## config.mk

```make
export PLATFORM = sky130hd
export DESIGN_NAME = uart_top
export DESIGN_NICKNAME = d
export VERILOG_FILES = /design/src/logic/uart_pkg.sv /design/src/logic/uart_fifo.sv /design/src/logic/uart_top.sv
export VERILOG_INCLUDE_DIRS = /design/src /design/src/logic
export SDC_FILE = /design/constraint.sdc
export NUM_CORES = 1
export LEC_CHECK = 0
export BUFFER_PORTS_ARGS = -buffer_cell sky130_fd_sc_hd__buf_2
export CAP_MARGIN = 15
export CELL_PAD_IN_SITES_DETAIL_PLACEMENT = 0
export CELL_PAD_IN_SITES_GLOBAL_PLACEMENT = 1
export CORE_ASPECT_RATIO = 1.1
export CORE_MARGIN = 5
export CORE_UTILIZATION = 35
export DETAILED_ROUTE_END_ITERATION = 6
export PLACE_DENSITY_LB_ADDON = 0.1
export SLEW_MARGIN = 20
export SYNTH_ARGS = -nofsm -noshare
export SYNTH_HDL_FRONTEND = slang
export SYNTH_SLANG_ARGS = --single-unit
```

## constraint.sdc

```tcl
create_clock -name pclk -period 4.2 [get_ports pclk]
set_clock_uncertainty 0.05 [all_clocks]
set_input_delay 0.84 -clock pclk [delete_from_list [all_inputs] [get_ports pclk]]
set_output_delay 0.84 -clock pclk [all_outputs]
set_load 0.01 [all_outputs]
```

## src/logic/uart_map.svh

```systemverilog
`ifndef UART_MAP_SVH
`define UART_MAP_SVH

// ----------------------------------------
// Register offsets
// ----------------------------------------
`define OFS_DATA 8'h00
`define OFS_IER 8'h04
`define OFS_IIR 8'h08
`define OFS_LCR 8'h0C
`define OFS_MCR 8'h10
`define OFS_LSR 8'h14
`define OFS_USR 8'h7C
`define OFS_CLKG 8'h80

// ----------------------------------------
// Field positions
// ----------------------------------------
`define LCR_DIVISOR_LATCH_ACCESS_BIT 7
`define LCR_BREAK 6
`define LCR_EPS 4
`define LCR_PEN 3
`define LCR_STOP 2
`define IER_PROG_TX_EMPTY_MODE_BIT 7
`define IER_RLS 2
`define IER_TX_HOLDING_EMPTY 1
`define IER_RDA 0
`define FCR_EN 0
`define FCR_RXRST 1
`define FCR_TXRST 2

// ----------------------------------------
// Reset values
// ----------------------------------------
`define LCR_RESET 8'h03
`define IER_RESET 8'h00
`define FCR_RESET 8'h00
`define MCR_RESET 5'h00
`define DIV_RESET 8'h00
`define CLKG_RESET 1'b0

// ----------------------------------------
// Timing counts in baud ticks
// ----------------------------------------
`define BIT_TICKS 5'd16
`define HALF_TICKS 5'd8
`define MID_TICK 5'd7

// ----------------------------------------
// Interrupt identity codes
// ----------------------------------------
`define IIR_NONE 4'h1
`define IIR_TX_HOLDING_EMPTY 4'h2
`define IIR_RDA 4'h4
`define IIR_RLS 4'h6
`endif

```

## src/logic/uart_pkg.sv

```systemverilog
package uart_pkg;
	typedef enum logic [4:0] {
		TX_IDLE = 5'b0_0001,
		TX_START = 5'b0_0010,
		TX_DATA = 5'b0_0100,
		TX_PARITY = 5'b0_1000,
		TX_STOP = 5'b1_0000
	} tx_state_type;
	typedef enum logic [4:0] {
		RX_IDLE = 5'b0_0001,
		RX_START = 5'b0_0010,
		RX_DATA = 5'b0_0100,
		RX_PARITY = 5'b0_1000,
		RX_STOP = 5'b1_0000
	} rx_state_type;
endpackage

```

## src/logic/uart_fifo.sv

```systemverilog
`timescale 1ns/1ps
module uart_fifo #(
	parameter int WIDTH = 8,
	parameter int DEPTH = 16,
	parameter int AW = $clog2(DEPTH),
	parameter int CW = AW + 1
) (
	input wire logic clk,
	input wire logic rst_n,
	input wire logic clear,
	input wire logic push,
	input wire logic [WIDTH-1:0] push_data,
	input wire logic pop,
	output logic [WIDTH-1:0] pop_data,
	output logic [CW-1:0] count
);
	localparam logic [AW-1:0] LAST = AW'(DEPTH - 1);
	logic [WIDTH-1:0] mem_reg [DEPTH];
	logic [AW-1:0] wr_reg;
	logic [AW-1:0] rd_reg;
	logic do_push;
	logic do_pop;

	assign do_push = push && (count != CW'(DEPTH));
	assign do_pop = pop && (count != '0);
	assign pop_data = mem_reg[rd_reg];

	always_ff @(posedge clk) begin
		if (do_push) begin
			mem_reg[wr_reg] <= push_data;
		end
	end

	always_ff @(posedge clk or negedge rst_n) begin
		if (!rst_n) begin
			wr_reg <= '0;
			rd_reg <= '0;
			count <= '0;
		end else if (clear) begin
			wr_reg <= '0;
			rd_reg <= '0;
			count <= '0;
		end else begin
			if (do_push) begin
				wr_reg <= (wr_reg == LAST) ? '0 : wr_reg + AW'(1);
			end
			if (do_pop) begin
				rd_reg <= (rd_reg == LAST) ? '0 : rd_reg + AW'(1);
			end
			if (do_push && !do_pop) begin
				count <= count + CW'(1);
			end else if (do_pop && !do_push) begin
				count <= count - CW'(1);
			end
		end
	end
endmodule // uart_fifo

```

## src/logic/uart_top.sv

```systemverilog
// The APB register port and the address map were chosen for this implementation.
`timescale 1ns/1ps
`include "uart_map.svh"
module uart_top #(
	parameter int FIFO_DEPTH = 16
) (
	input wire logic pclk,
	input wire logic presetn,
	input wire logic psel,
	input wire logic penable,
	input wire logic pwrite,
	input wire logic [7:0] paddr,
	input wire logic [31:0] pwdata,
	output logic [31:0] prdata,
	output logic pready,
	output logic pslverr,
	input wire logic rxd,
	output logic txd,
	output logic irq,
	output logic sys_clk_en,
	output logic serial_clk_en
);
	localparam int CW = $clog2(FIFO_DEPTH) + 1;
	localparam logic [CW-1:0] DEPTH_C = CW'(FIFO_DEPTH);
	localparam logic [CW-1:0] TET_2 = CW'(2);
	localparam logic [CW-1:0] LVL_QUARTER = CW'(FIFO_DEPTH / 4);
	localparam logic [CW-1:0] LVL_HALF = CW'(FIFO_DEPTH / 2);
	localparam logic [CW-1:0] LVL_NEAR_FULL = CW'(FIFO_DEPTH - 2);

	// ----------------------------------------
	// Registers and bus decode
	// ----------------------------------------
	logic [7:0] line_control_reg;
	logic [7:0] interrupt_enable_reg;
	logic [7:0] fifo_control_reg;
	logic [4:0] modem_control_reg;
	logic [7:0] divisor_low_reg;
	logic [7:0] divisor_high_reg;
	logic clock_gate_reg;
	logic oe_reg, pe_reg, fe_reg, bi_reg;
	logic [31:0] prdata_reg;
	logic pready_reg;
	logic pslverr_reg;
	logic txd_reg;
	logic irq_reg;

	logic wr_acc, rd_acc, divisor_latch_access_bit, fifo_en, prog_tx_empty_mode_bit_active;
	logic [15:0] divisor;
	logic tx_push, tx_pop, rx_push, rx_pop, tx_clear, rx_clear, lsr_read;
	logic [7:0] tx_head, rx_head, rx_word;
	logic [CW-1:0] tx_count, rx_count;
	logic tx_empty, tx_full, rx_empty, rx_full;
	logic tx_holding_empty, rx_avail, tx_holding_empty_cond, lsi;
	logic [3:0] iir_id;
	logic [7:0] line_status_reg, interrupt_ident_reg;
	logic [31:0] rdata_c;
	logic hit_c;
	logic busy;
	logic [CW-1:0] tx_empty_trigger, rx_trigger_level;

	assign divisor = {divisor_high_reg, divisor_low_reg};
	assign divisor_latch_access_bit = line_control_reg[`LCR_DIVISOR_LATCH_ACCESS_BIT];
	assign wr_acc = psel && penable && pready_reg && pwrite;
	assign rd_acc = psel && penable && pready_reg && !pwrite;
	assign fifo_en = fifo_control_reg[`FCR_EN];
	assign prog_tx_empty_mode_bit_active = interrupt_enable_reg[`IER_PROG_TX_EMPTY_MODE_BIT] && fifo_en;

	always_ff @(posedge pclk or negedge presetn) begin
		if (!presetn) begin
			line_control_reg <= `LCR_RESET;
			interrupt_enable_reg <= `IER_RESET;
			fifo_control_reg <= `FCR_RESET;
			modem_control_reg <= `MCR_RESET;
			divisor_low_reg <= `DIV_RESET;
			divisor_high_reg <= `DIV_RESET;
			clock_gate_reg <= `CLKG_RESET;
		end else if (wr_acc) begin
			unique case (paddr)
				`OFS_DATA: if (divisor_latch_access_bit) divisor_low_reg <= pwdata[7:0];
				`OFS_IER: begin
					if (divisor_latch_access_bit) begin
						divisor_high_reg <= pwdata[7:0];
					end else begin
						interrupt_enable_reg <= {pwdata[7], 4'h0, pwdata[2:0]};
					end
				end
				`OFS_IIR: fifo_control_reg <= {pwdata[7:4], 3'h0, pwdata[0]};
				`OFS_LCR: line_control_reg <= pwdata[7:0];
				`OFS_MCR: modem_control_reg <= pwdata[4:0];
				`OFS_CLKG: clock_gate_reg <= pwdata[0];
				default: ;
			endcase
		end
	end

	// Setup-phase decode; answer in the following access cycle
	always_ff @(posedge pclk or negedge presetn) begin
		if (!presetn) begin
			prdata_reg <= 32'h0000_0000;
			pready_reg <= 1'b0;
			pslverr_reg <= 1'b0;
		end else begin
			pready_reg <= psel && !penable;
			if (psel && !penable) begin
				prdata_reg <= pwrite ? 32'h0000_0000 : rdata_c;
				pslverr_reg <= !hit_c;
			end else begin
				pslverr_reg <= 1'b0;
			end
		end
	end

	always_comb begin
		rdata_c = 32'h0000_0000;
		hit_c = 1'b1;
		unique case (paddr)
			`OFS_DATA: rdata_c[7:0] = divisor_latch_access_bit ? divisor_low_reg : rx_head;
			`OFS_IER: rdata_c[7:0] = divisor_latch_access_bit ? divisor_high_reg : interrupt_enable_reg;
			`OFS_IIR: rdata_c[7:0] = interrupt_ident_reg;
			`OFS_LCR: rdata_c[7:0] = line_control_reg;
			`OFS_MCR: rdata_c[4:0] = modem_control_reg;
			`OFS_LSR: rdata_c[7:0] = line_status_reg;
			`OFS_USR: rdata_c[0] = busy;
			`OFS_CLKG: rdata_c[0] = clock_gate_reg;
			default: hit_c = 1'b0;
		endcase
	end

	assign prdata = prdata_reg;
	assign pready = pready_reg;
	assign pslverr = pslverr_reg;
	assign sys_clk_en = clock_gate_reg;
	assign serial_clk_en = clock_gate_reg;

	// ----------------------------------------
	// FIFOs and holding registers
	// ----------------------------------------
	assign tx_clear = wr_acc && (paddr == `OFS_IIR) && (pwdata[`FCR_TXRST] || (pwdata[`FCR_EN] != fifo_en));
	assign rx_clear = wr_acc && (paddr == `OFS_IIR) && (pwdata[`FCR_RXRST] || (pwdata[`FCR_EN] != fifo_en));
	assign tx_empty = (tx_count == '0);
	assign rx_empty = (rx_count == '0);
	assign tx_full = fifo_en ? (tx_count == DEPTH_C) : !tx_empty;
	assign rx_full = fifo_en ? (rx_count == DEPTH_C) : !rx_empty;
	assign tx_push = wr_acc && (paddr == `OFS_DATA) && !divisor_latch_access_bit && !tx_full;
	assign rx_pop = rd_acc && (paddr == `OFS_DATA) && !divisor_latch_access_bit;
	assign lsr_read = rd_acc && (paddr == `OFS_LSR);

	uart_fifo #(.WIDTH(8), .DEPTH(FIFO_DEPTH)) tx_fifo (
		.clk(pclk), .rst_n(presetn), .clear(tx_clear), .push(tx_push), .push_data(pwdata[7:0]),
		.pop(tx_pop), .pop_data(tx_head), .count(tx_count)
	);
	uart_fifo #(.WIDTH(8), .DEPTH(FIFO_DEPTH)) rx_fifo (
		.clk(pclk), .rst_n(presetn), .clear(rx_clear), .push(rx_push && !rx_full), .push_data(rx_word),
		.pop(rx_pop), .pop_data(rx_head), .count(rx_count)
	);

	// ----------------------------------------
	// Baud tick generator
	// ----------------------------------------
	logic [15:0] div_cnt_reg;
	logic baud_tick_reg;

	always_ff @(posedge pclk or negedge presetn) begin
		if (!presetn) begin
			div_cnt_reg <= 16'h0000;
			baud_tick_reg <= 1'b0;
		end else if (divisor == 16'h0000 || !clock_gate_reg) begin
			div_cnt_reg <= 16'h0000;
			baud_tick_reg <= 1'b0;
		end else if (div_cnt_reg == 16'h0000) begin
			div_cnt_reg <= divisor - 16'h0001;
			baud_tick_reg <= 1'b1;
		end else begin
			div_cnt_reg <= div_cnt_reg - 16'h0001;
			baud_tick_reg <= 1'b0;
		end
	end

	// ----------------------------------------
	// Transmitter
	// ----------------------------------------
	uart_pkg::tx_state_type tx_state_reg;
	logic [7:0] tx_shift_reg;
	logic [4:0] tx_tcnt_reg;
	logic [2:0] tx_bit_reg;
	logic tx_par_reg;
	logic [2:0] last_bit;
	logic [7:0] len_mask;
	logic [5:0] stop_ticks, tx_limit;

	assign last_bit = {1'b1, line_control_reg[1:0]};
	assign len_mask = 8'hFF >> (2'd3 - line_control_reg[1:0]);
	always_comb begin
		stop_ticks = {1'b0, `BIT_TICKS};
		if (line_control_reg[`LCR_STOP]) begin
			stop_ticks = (line_control_reg[1:0] == 2'b00) ? {1'b0, `BIT_TICKS} + {1'b0, `HALF_TICKS} :
				{1'b0, `BIT_TICKS} + {1'b0, `BIT_TICKS};
		end
	end
	assign tx_limit = (tx_state_reg == uart_pkg::TX_STOP) ? stop_ticks : {1'b0, `BIT_TICKS};
	assign tx_pop = baud_tick_reg && (tx_state_reg == uart_pkg::TX_IDLE) && !tx_empty;

	always_ff @(posedge pclk or negedge presetn) begin
		if (!presetn) begin
			tx_state_reg <= uart_pkg::TX_IDLE;
			tx_shift_reg <= 8'h00;
			tx_tcnt_reg <= 5'd0;
			tx_bit_reg <= 3'd0;
			tx_par_reg <= 1'b0;
		end else if (tx_clear) begin
			tx_state_reg <= uart_pkg::TX_IDLE;
			tx_tcnt_reg <= 5'd0;
		end else if (baud_tick_reg) begin
			if (tx_state_reg == uart_pkg::TX_IDLE) begin
				if (!tx_empty) begin
					tx_state_reg <= uart_pkg::TX_START;
					tx_shift_reg <= tx_head;
					tx_par_reg <= (^(tx_head & len_mask)) ^ !line_control_reg[`LCR_EPS];
					tx_tcnt_reg <= 5'd0;
				end
			end else if ({1'b0, tx_tcnt_reg} != tx_limit - 6'd1) begin
				tx_tcnt_reg <= tx_tcnt_reg + 5'd1;
			end else begin
				tx_tcnt_reg <= 5'd0;
				unique case (tx_state_reg)
					uart_pkg::TX_START: begin
						tx_state_reg <= uart_pkg::TX_DATA;
						tx_bit_reg <= 3'd0;
					end
					uart_pkg::TX_DATA: begin
						tx_shift_reg <= {1'b0, tx_shift_reg[7:1]};
						tx_bit_reg <= tx_bit_reg + 3'd1;
						if (tx_bit_reg == last_bit) begin
							tx_state_reg <= line_control_reg[`LCR_PEN] ? uart_pkg::TX_PARITY : uart_pkg::TX_STOP;
						end
					end
					uart_pkg::TX_PARITY: tx_state_reg <= uart_pkg::TX_STOP;
					uart_pkg::TX_STOP: tx_state_reg <= uart_pkg::TX_IDLE;
					default: tx_state_reg <= uart_pkg::TX_IDLE;
				endcase
			end
		end
	end

	always_ff @(posedge pclk or negedge presetn) begin
		if (!presetn) begin
			txd_reg <= 1'b1;
		end else if (line_control_reg[`LCR_BREAK]) begin
			txd_reg <= 1'b0;
		end else begin
			unique case (tx_state_reg)
				uart_pkg::TX_START: txd_reg <= 1'b0;
				uart_pkg::TX_DATA: txd_reg <= tx_shift_reg[0];
				uart_pkg::TX_PARITY: txd_reg <= tx_par_reg;
				default: txd_reg <= 1'b1;
			endcase
		end
	end
	assign txd = txd_reg;

	// ----------------------------------------
	// Receiver
	// ----------------------------------------
	uart_pkg::rx_state_type rx_state_reg;
	logic [7:0] rx_shift_reg;
	logic [4:0] rx_tcnt_reg;
	logic [2:0] rx_bit_reg;
	logic rx_par_reg;
	logic rx_end, rx_par_bad, rx_brk;

	assign rx_end = baud_tick_reg && (rx_tcnt_reg == `BIT_TICKS - 5'd1);
	assign rx_word = rx_shift_reg >> (2'd3 - line_control_reg[1:0]);
	assign rx_par_bad = line_control_reg[`LCR_PEN] &&
		((^rx_word) ^ rx_par_reg ^ !line_control_reg[`LCR_EPS]);
	assign rx_brk = (rx_word == 8'h00) && !rxd && !(line_control_reg[`LCR_PEN] && rx_par_reg);
	assign rx_push = rx_end && (rx_state_reg == uart_pkg::RX_STOP);

	always_ff @(posedge pclk or negedge presetn) begin
		if (!presetn) begin
			rx_state_reg <= uart_pkg::RX_IDLE;
			rx_shift_reg <= 8'h00;
			rx_tcnt_reg <= 5'd0;
			rx_bit_reg <= 3'd0;
			rx_par_reg <= 1'b0;
		end else if (baud_tick_reg) begin
			rx_tcnt_reg <= rx_tcnt_reg + 5'd1;
			unique case (rx_state_reg)
				uart_pkg::RX_IDLE: begin
					rx_tcnt_reg <= 5'd0;
					if (!rxd) rx_state_reg <= uart_pkg::RX_START;
				end
				uart_pkg::RX_START: begin
					if (rx_tcnt_reg == `MID_TICK) begin
						rx_tcnt_reg <= 5'd0;
						rx_bit_reg <= 3'd0;
						rx_state_reg <= rxd ? uart_pkg::RX_IDLE : uart_pkg::RX_DATA;
					end
				end
				uart_pkg::RX_DATA: begin
					if (rx_end) begin
						rx_tcnt_reg <= 5'd0;
						rx_shift_reg <= {rxd, rx_shift_reg[7:1]};
						rx_bit_reg <= rx_bit_reg + 3'd1;
						if (rx_bit_reg == last_bit) begin
							rx_state_reg <= line_control_reg[`LCR_PEN] ? uart_pkg::RX_PARITY : uart_pkg::RX_STOP;
						end
					end
				end
				uart_pkg::RX_PARITY: begin
					if (rx_end) begin
						rx_tcnt_reg <= 5'd0;
						rx_par_reg <= rxd;
						rx_state_reg <= uart_pkg::RX_STOP;
					end
				end
				uart_pkg::RX_STOP: if (rx_end) rx_state_reg <= uart_pkg::RX_IDLE;
				default: rx_state_reg <= uart_pkg::RX_IDLE;
			endcase
		end
	end

	// Sticky line errors; a new error beats the clearing read
	always_ff @(posedge pclk or negedge presetn) begin
		if (!presetn) begin
			oe_reg <= 1'b0;
			pe_reg <= 1'b0;
			fe_reg <= 1'b0;
			bi_reg <= 1'b0;
		end else begin
			oe_reg <= (rx_push && rx_full) || (oe_reg && !lsr_read);
			pe_reg <= (rx_push && rx_par_bad) || (pe_reg && !lsr_read);
			fe_reg <= (rx_push && !rxd) || (fe_reg && !lsr_read);
			bi_reg <= (rx_push && rx_brk) || (bi_reg && !lsr_read);
		end
	end

	// ----------------------------------------
	// Status and interrupt identity
	// ----------------------------------------
	always_comb begin
		unique case (fifo_control_reg[5:4])
			2'b00: tx_empty_trigger = '0;
			2'b01: tx_empty_trigger = TET_2;
			2'b10: tx_empty_trigger = LVL_QUARTER;
			default: tx_empty_trigger = LVL_HALF;
		endcase
		unique case (fifo_control_reg[7:6])
			2'b00: rx_trigger_level = CW'(1);
			2'b01: rx_trigger_level = LVL_QUARTER;
			2'b10: rx_trigger_level = LVL_HALF;
			default: rx_trigger_level = LVL_NEAR_FULL;
		endcase
	end

	assign tx_holding_empty_cond = prog_tx_empty_mode_bit_active ? (tx_count <= tx_empty_trigger) : tx_empty;
	assign rx_avail = fifo_en ? (rx_count >= rx_trigger_level) : !rx_empty;
	assign tx_holding_empty = prog_tx_empty_mode_bit_active ? tx_full : tx_empty;
	assign lsi = interrupt_enable_reg[`IER_RLS] && (oe_reg || pe_reg || fe_reg || bi_reg);
	always_comb begin
		iir_id = `IIR_NONE;
		if (lsi) begin
			iir_id = `IIR_RLS;
		end else if (interrupt_enable_reg[`IER_RDA] && rx_avail) begin
			iir_id = `IIR_RDA;
		end else if (interrupt_enable_reg[`IER_TX_HOLDING_EMPTY] && tx_holding_empty_cond) begin
			iir_id = `IIR_TX_HOLDING_EMPTY;
		end
	end
	assign interrupt_ident_reg = {fifo_en, fifo_en, 2'b00, iir_id};
	assign line_status_reg = {1'b0, tx_empty && (tx_state_reg == uart_pkg::TX_IDLE), tx_holding_empty,
		bi_reg, fe_reg, pe_reg, oe_reg, !rx_empty};
	assign busy = !tx_empty || (tx_state_reg != uart_pkg::TX_IDLE) || (rx_state_reg != uart_pkg::RX_IDLE);

	always_ff @(posedge pclk or negedge presetn) begin
		if (!presetn) begin
			irq_reg <= 1'b0;
		end else begin
			irq_reg <= (iir_id != `IIR_NONE);
		end
	end
	assign irq = irq_reg;
endmodule // uart_top

```

==> metrics.csv <==
stage,metric,value,unit
detailed_routing,Routed Wire Length,48.0,mm
cts,TritonCTS clock tree,yes,
floorplan,Ports,84,
cts,"CTS clk-pin slew, worst paths",60,ps
status,status,"finished, final reports clean",
yosys,"FF+latch count, synth",398,
cts,CTS buffer count,44,
yosys,number of synthesized flops with an enable pin,256,
sta,Final Max Tran Viols,0,
grt,total grt overflow,0,
power,Sequential Power Share,0.500,
layout,share of layout cells above drive strength 1,0.195,
yosys,Synth warnings,0,
yosys,synthesized instance count,1341,
cts,clock tree buffer depth,3,
yosys,Synth cell types,72,
floorplan,Die H,251,um
grt,first-pass GRT wire length,73.5,mm
sta,post-route minimum period,3580,ps
cts,Post-CTS Hold Buffers,0,
grt,GRT Util Overall,0.168,
detailed_routing,antenna-violating nets left,0,
sta,TNS Setup,0,ps
cts,Post-CTS Setup Repair Bufs,0,
setup_path,maximum fanout along the worst path,6,
power,Clock power frac,0.483,
detailed_routing,DR WL/cell,22.6,um
setup_path,slowest CP cell,or4_1,
setup_path,crit end category,flop,
floorplan,Initial Util,0.352,
setup_path,CP Cell Sequence,or4_1 > nor2_1 > a21oi_1 > nor3_1 > nand2_1 > fa_1 > a21o_1 > a21oi_1 > mux2i_1 > xnor2_1 > nor2_1,
setup_path,crit path buf inv count,0,
place,HPWL Detailed,33.3,mm
sta,Max Clock Freq,279,MHz
place,port buffer count,35,
setup_path,startpoint types,flop,
power,Int Pwr,6.59,mW
detailed_routing,DR pass1 iterations,6,
cts,Sink Count,398,
power,overall power,8.35,mW
place,DP Cell Count,2042,
yosys,async set-reset flop share out of synthesis,0.357,
layout,Layout Nets,1495,
power,switching power total,1.76,mW
detailed_routing,drc violations,0,
sta,actual slew at the worst max-slew pin,877,ps
power,maximum vdd drop,0.291,mV
detailed_routing,First DRT Iteration DRCs,649,
power,P_leak,7.51,nW
power,Comb power frac,0.017,
sta,final hold vios,0,
setup_path,CP top delay family,simple AND/OR/NAND/NOR gates,
layout,fillcell total,4858,
floorplan,core area,52300,um2
layout,area grow syn2layout,14.0,%
cts,Root Driver,clkbuf_16,
cts,H-tree level count,2,
sta,hold_ws,322,ps
min_path,Worst Hold Class,primary input to asynchronous set/reset pin,
yosys,ys flop type,edfxtp_1,
setup_path,CP arrival,3980,ps
yosys,sequential element share of the synthesized area,0.611,
setup_path,"Largest stage delay, worst path",650,ps
floorplan,Cell Rows,88,
setup_path,Crit path depth,11,
detailed_routing,via count,11000,
detailed_routing,Vias/cell,5.17,
floorplan,Die ar.,57300,um2
floorplan,die width,229,um
setup_path,worst reg2reg path depth,11,
grt,initial antenna violation count,5,
cts,Skew-Pair Late Insertion Delay,600,ps
place,GPL Wtd Cong,0.786,
layout,final std cells w/o fill,2126,
setup_path,"Worst Path Class, Setup",flop to flop,
yosys,"Avg Cell Area, Syn",13.7,um2
power,Sw Share,0.211,
setup_path,Critical Path RT,4600,ps
grt,vias in the first global route,11400,
sta,Worst slew margin,0.415,
power,PD cells,398,nW/um2
sta,RSZ-0062 raised after global routing,false,
grt,pin count of the biggest net entering global routing,102,
flow_run,max_cap viols,0,
sta,Final Setup Violations,0,
cts,PostCTS Resize Cnt,0,
yosys,Mapped Area,18400,um2
sta,Tcrit/Tclk final,0.853,
==> routing by layer <==
metal	GRT usage	up-vias	wire [um]
li1	-	5196	-
met1	0.224	5534	21300
met2	0.289	203	24000
met3	0.0308	58	1880
met4	0.0344	2	788
met5	0	-	13
==> per-stage QoR <==
step / worst slack, ps / instance area (um2) / util
finish: 619 / 21000 / 0.401
global route: 438 / 21000 / 0.401
CTS: 602 / 21000 / 0.401
detailed placement: 247 / 19500 / 0.372
global placement: 263 / 19500 / 0.372
floorplan: 592 / 18500 / -
==> path summary, 6_finish.rpt <==
path	from	to	slack, ps
worst max-delay path	tx_fifo.count[0]$_DFFE_PN0P_	tx_fifo.count[4]$_DFFE_PN0P_	620
worst min-delay path	presetn	rx_tcnt_reg[0]$_DFFE_PN0P_	320
worst max register to register	tx_fifo.count[0]$_DFFE_PN0P_	tx_fifo.count[4]$_DFFE_PN0P_	620
worst min register to register	prdata[3]$_DFFE_PN0P_	prdata[3]$_DFFE_PN0P_	430
max in group asynchronous	presetn	div_cnt_reg[6]$_DFF_PN0_	2800
min in group pclk	prdata[3]$_DFFE_PN0P_	prdata[3]$_DFFE_PN0P_	430
==> cell type report <==
class | count | area, um2 | area share
antenna | 2 | 5.00 | 0.000239
multi-input combinational | 858 | 6710 | 0.320
tap | 675 | 845 | 0.0402
timing repair buffer | 80 | 534 | 0.0255
clock buffer | 61 | 1240 | 0.0593
sequential | 398 | 11200 | 0.536
inverter | 31 | 116 | 0.00555
clock inverter | 21 | 277 | 0.0132
==> kinds of logic (layout without fill, tap and decap cells) <==
kind of cell	count (synthesis)	after routing	share of synthesized area
AOI/OAI and AO/OA	205	205	0.0724
xor gates and xnor gates	43	43	0.0212
adders and majority gates	36	36	0.0253
buffers and inverters	108	193	0.0294
DFF	398	398	0.611
muxes	168	168	0.141
other	1	26	0.000204
and+or+nand+nor	382	382	0.0997
==> synthesized netlist by cell type (13+ instances only) <==
cell type | count | share of area
mux2_2 | 62 | 0.038
nand3_1 | 29 | 0.0079
xnor2_1 | 27 | 0.013
ha_1 | 34 | 0.023
mux4_2 | 59 | 0.072
a221oi_1 | 13 | 0.0062
nand2b_1 | 15 | 0.0051
nand2_1 | 123 | 0.025
nor2_1 | 91 | 0.019
clkbuf_1 | 33 | 0.0067
edfxtp_1 | 256 | 0.42
buf_4 | 27 | 0.011
dfrtp_1 | 137 | 0.19
xor2_1 | 15 | 0.0071
a21oi_1 | 53 | 0.014
nor3_1 | 27 | 0.0073
mux2i_1 | 38 | 0.021
inv_1 | 30 | 0.0061
o21ai_0 | 45 | 0.012
and2_1 | 24 | 0.0082
==> cell usage in the layout (no fill, tap or decap), types with 10 or more instances in the layout <==
cell type / count
nor2_1: 91
edfxtp_1: 256
clkbuf_16: 44
xnor2_1: 27
nor3_1: 27
nor2b_1: 10
nand2_1: 123
o21ai_0: 45
mux2_2: 62
conb_1: 24
mux4_2: 59
mux2i_1: 38
a21oi_1: 53
and3_1: 10
dfrtp_1: 135
clkinv_1: 10
buf_4: 44
and2_1: 24
xor2_1: 15
a221oi_1: 13
a31oi_1: 10
a21o_1: 10
nand3_1: 29
a22oi_1: 10
nand2b_1: 15
buf_2: 34
ha_1: 34
inv_1: 30
==> power groups by stage <==
| stage | logic (mW) | registers [mW] | clock network [mW] |
|---|---|---|---|
| 2_1_floorplan | 0.0624 | 4.25 | 0 |
| 6_report | 0.143 | 4.17 | 4.04 |
| 3_5_place_dp | 0.147 | 4.25 | 0 |
| 3_3_place_gp | 0.146 | 4.25 | 0 |
| 4_1_cts | 0.147 | 4.17 | 4.17 |
| 5_1_grt | 0.161 | 4.17 | 4.35 |
Power figures use the tool's default switching activity.
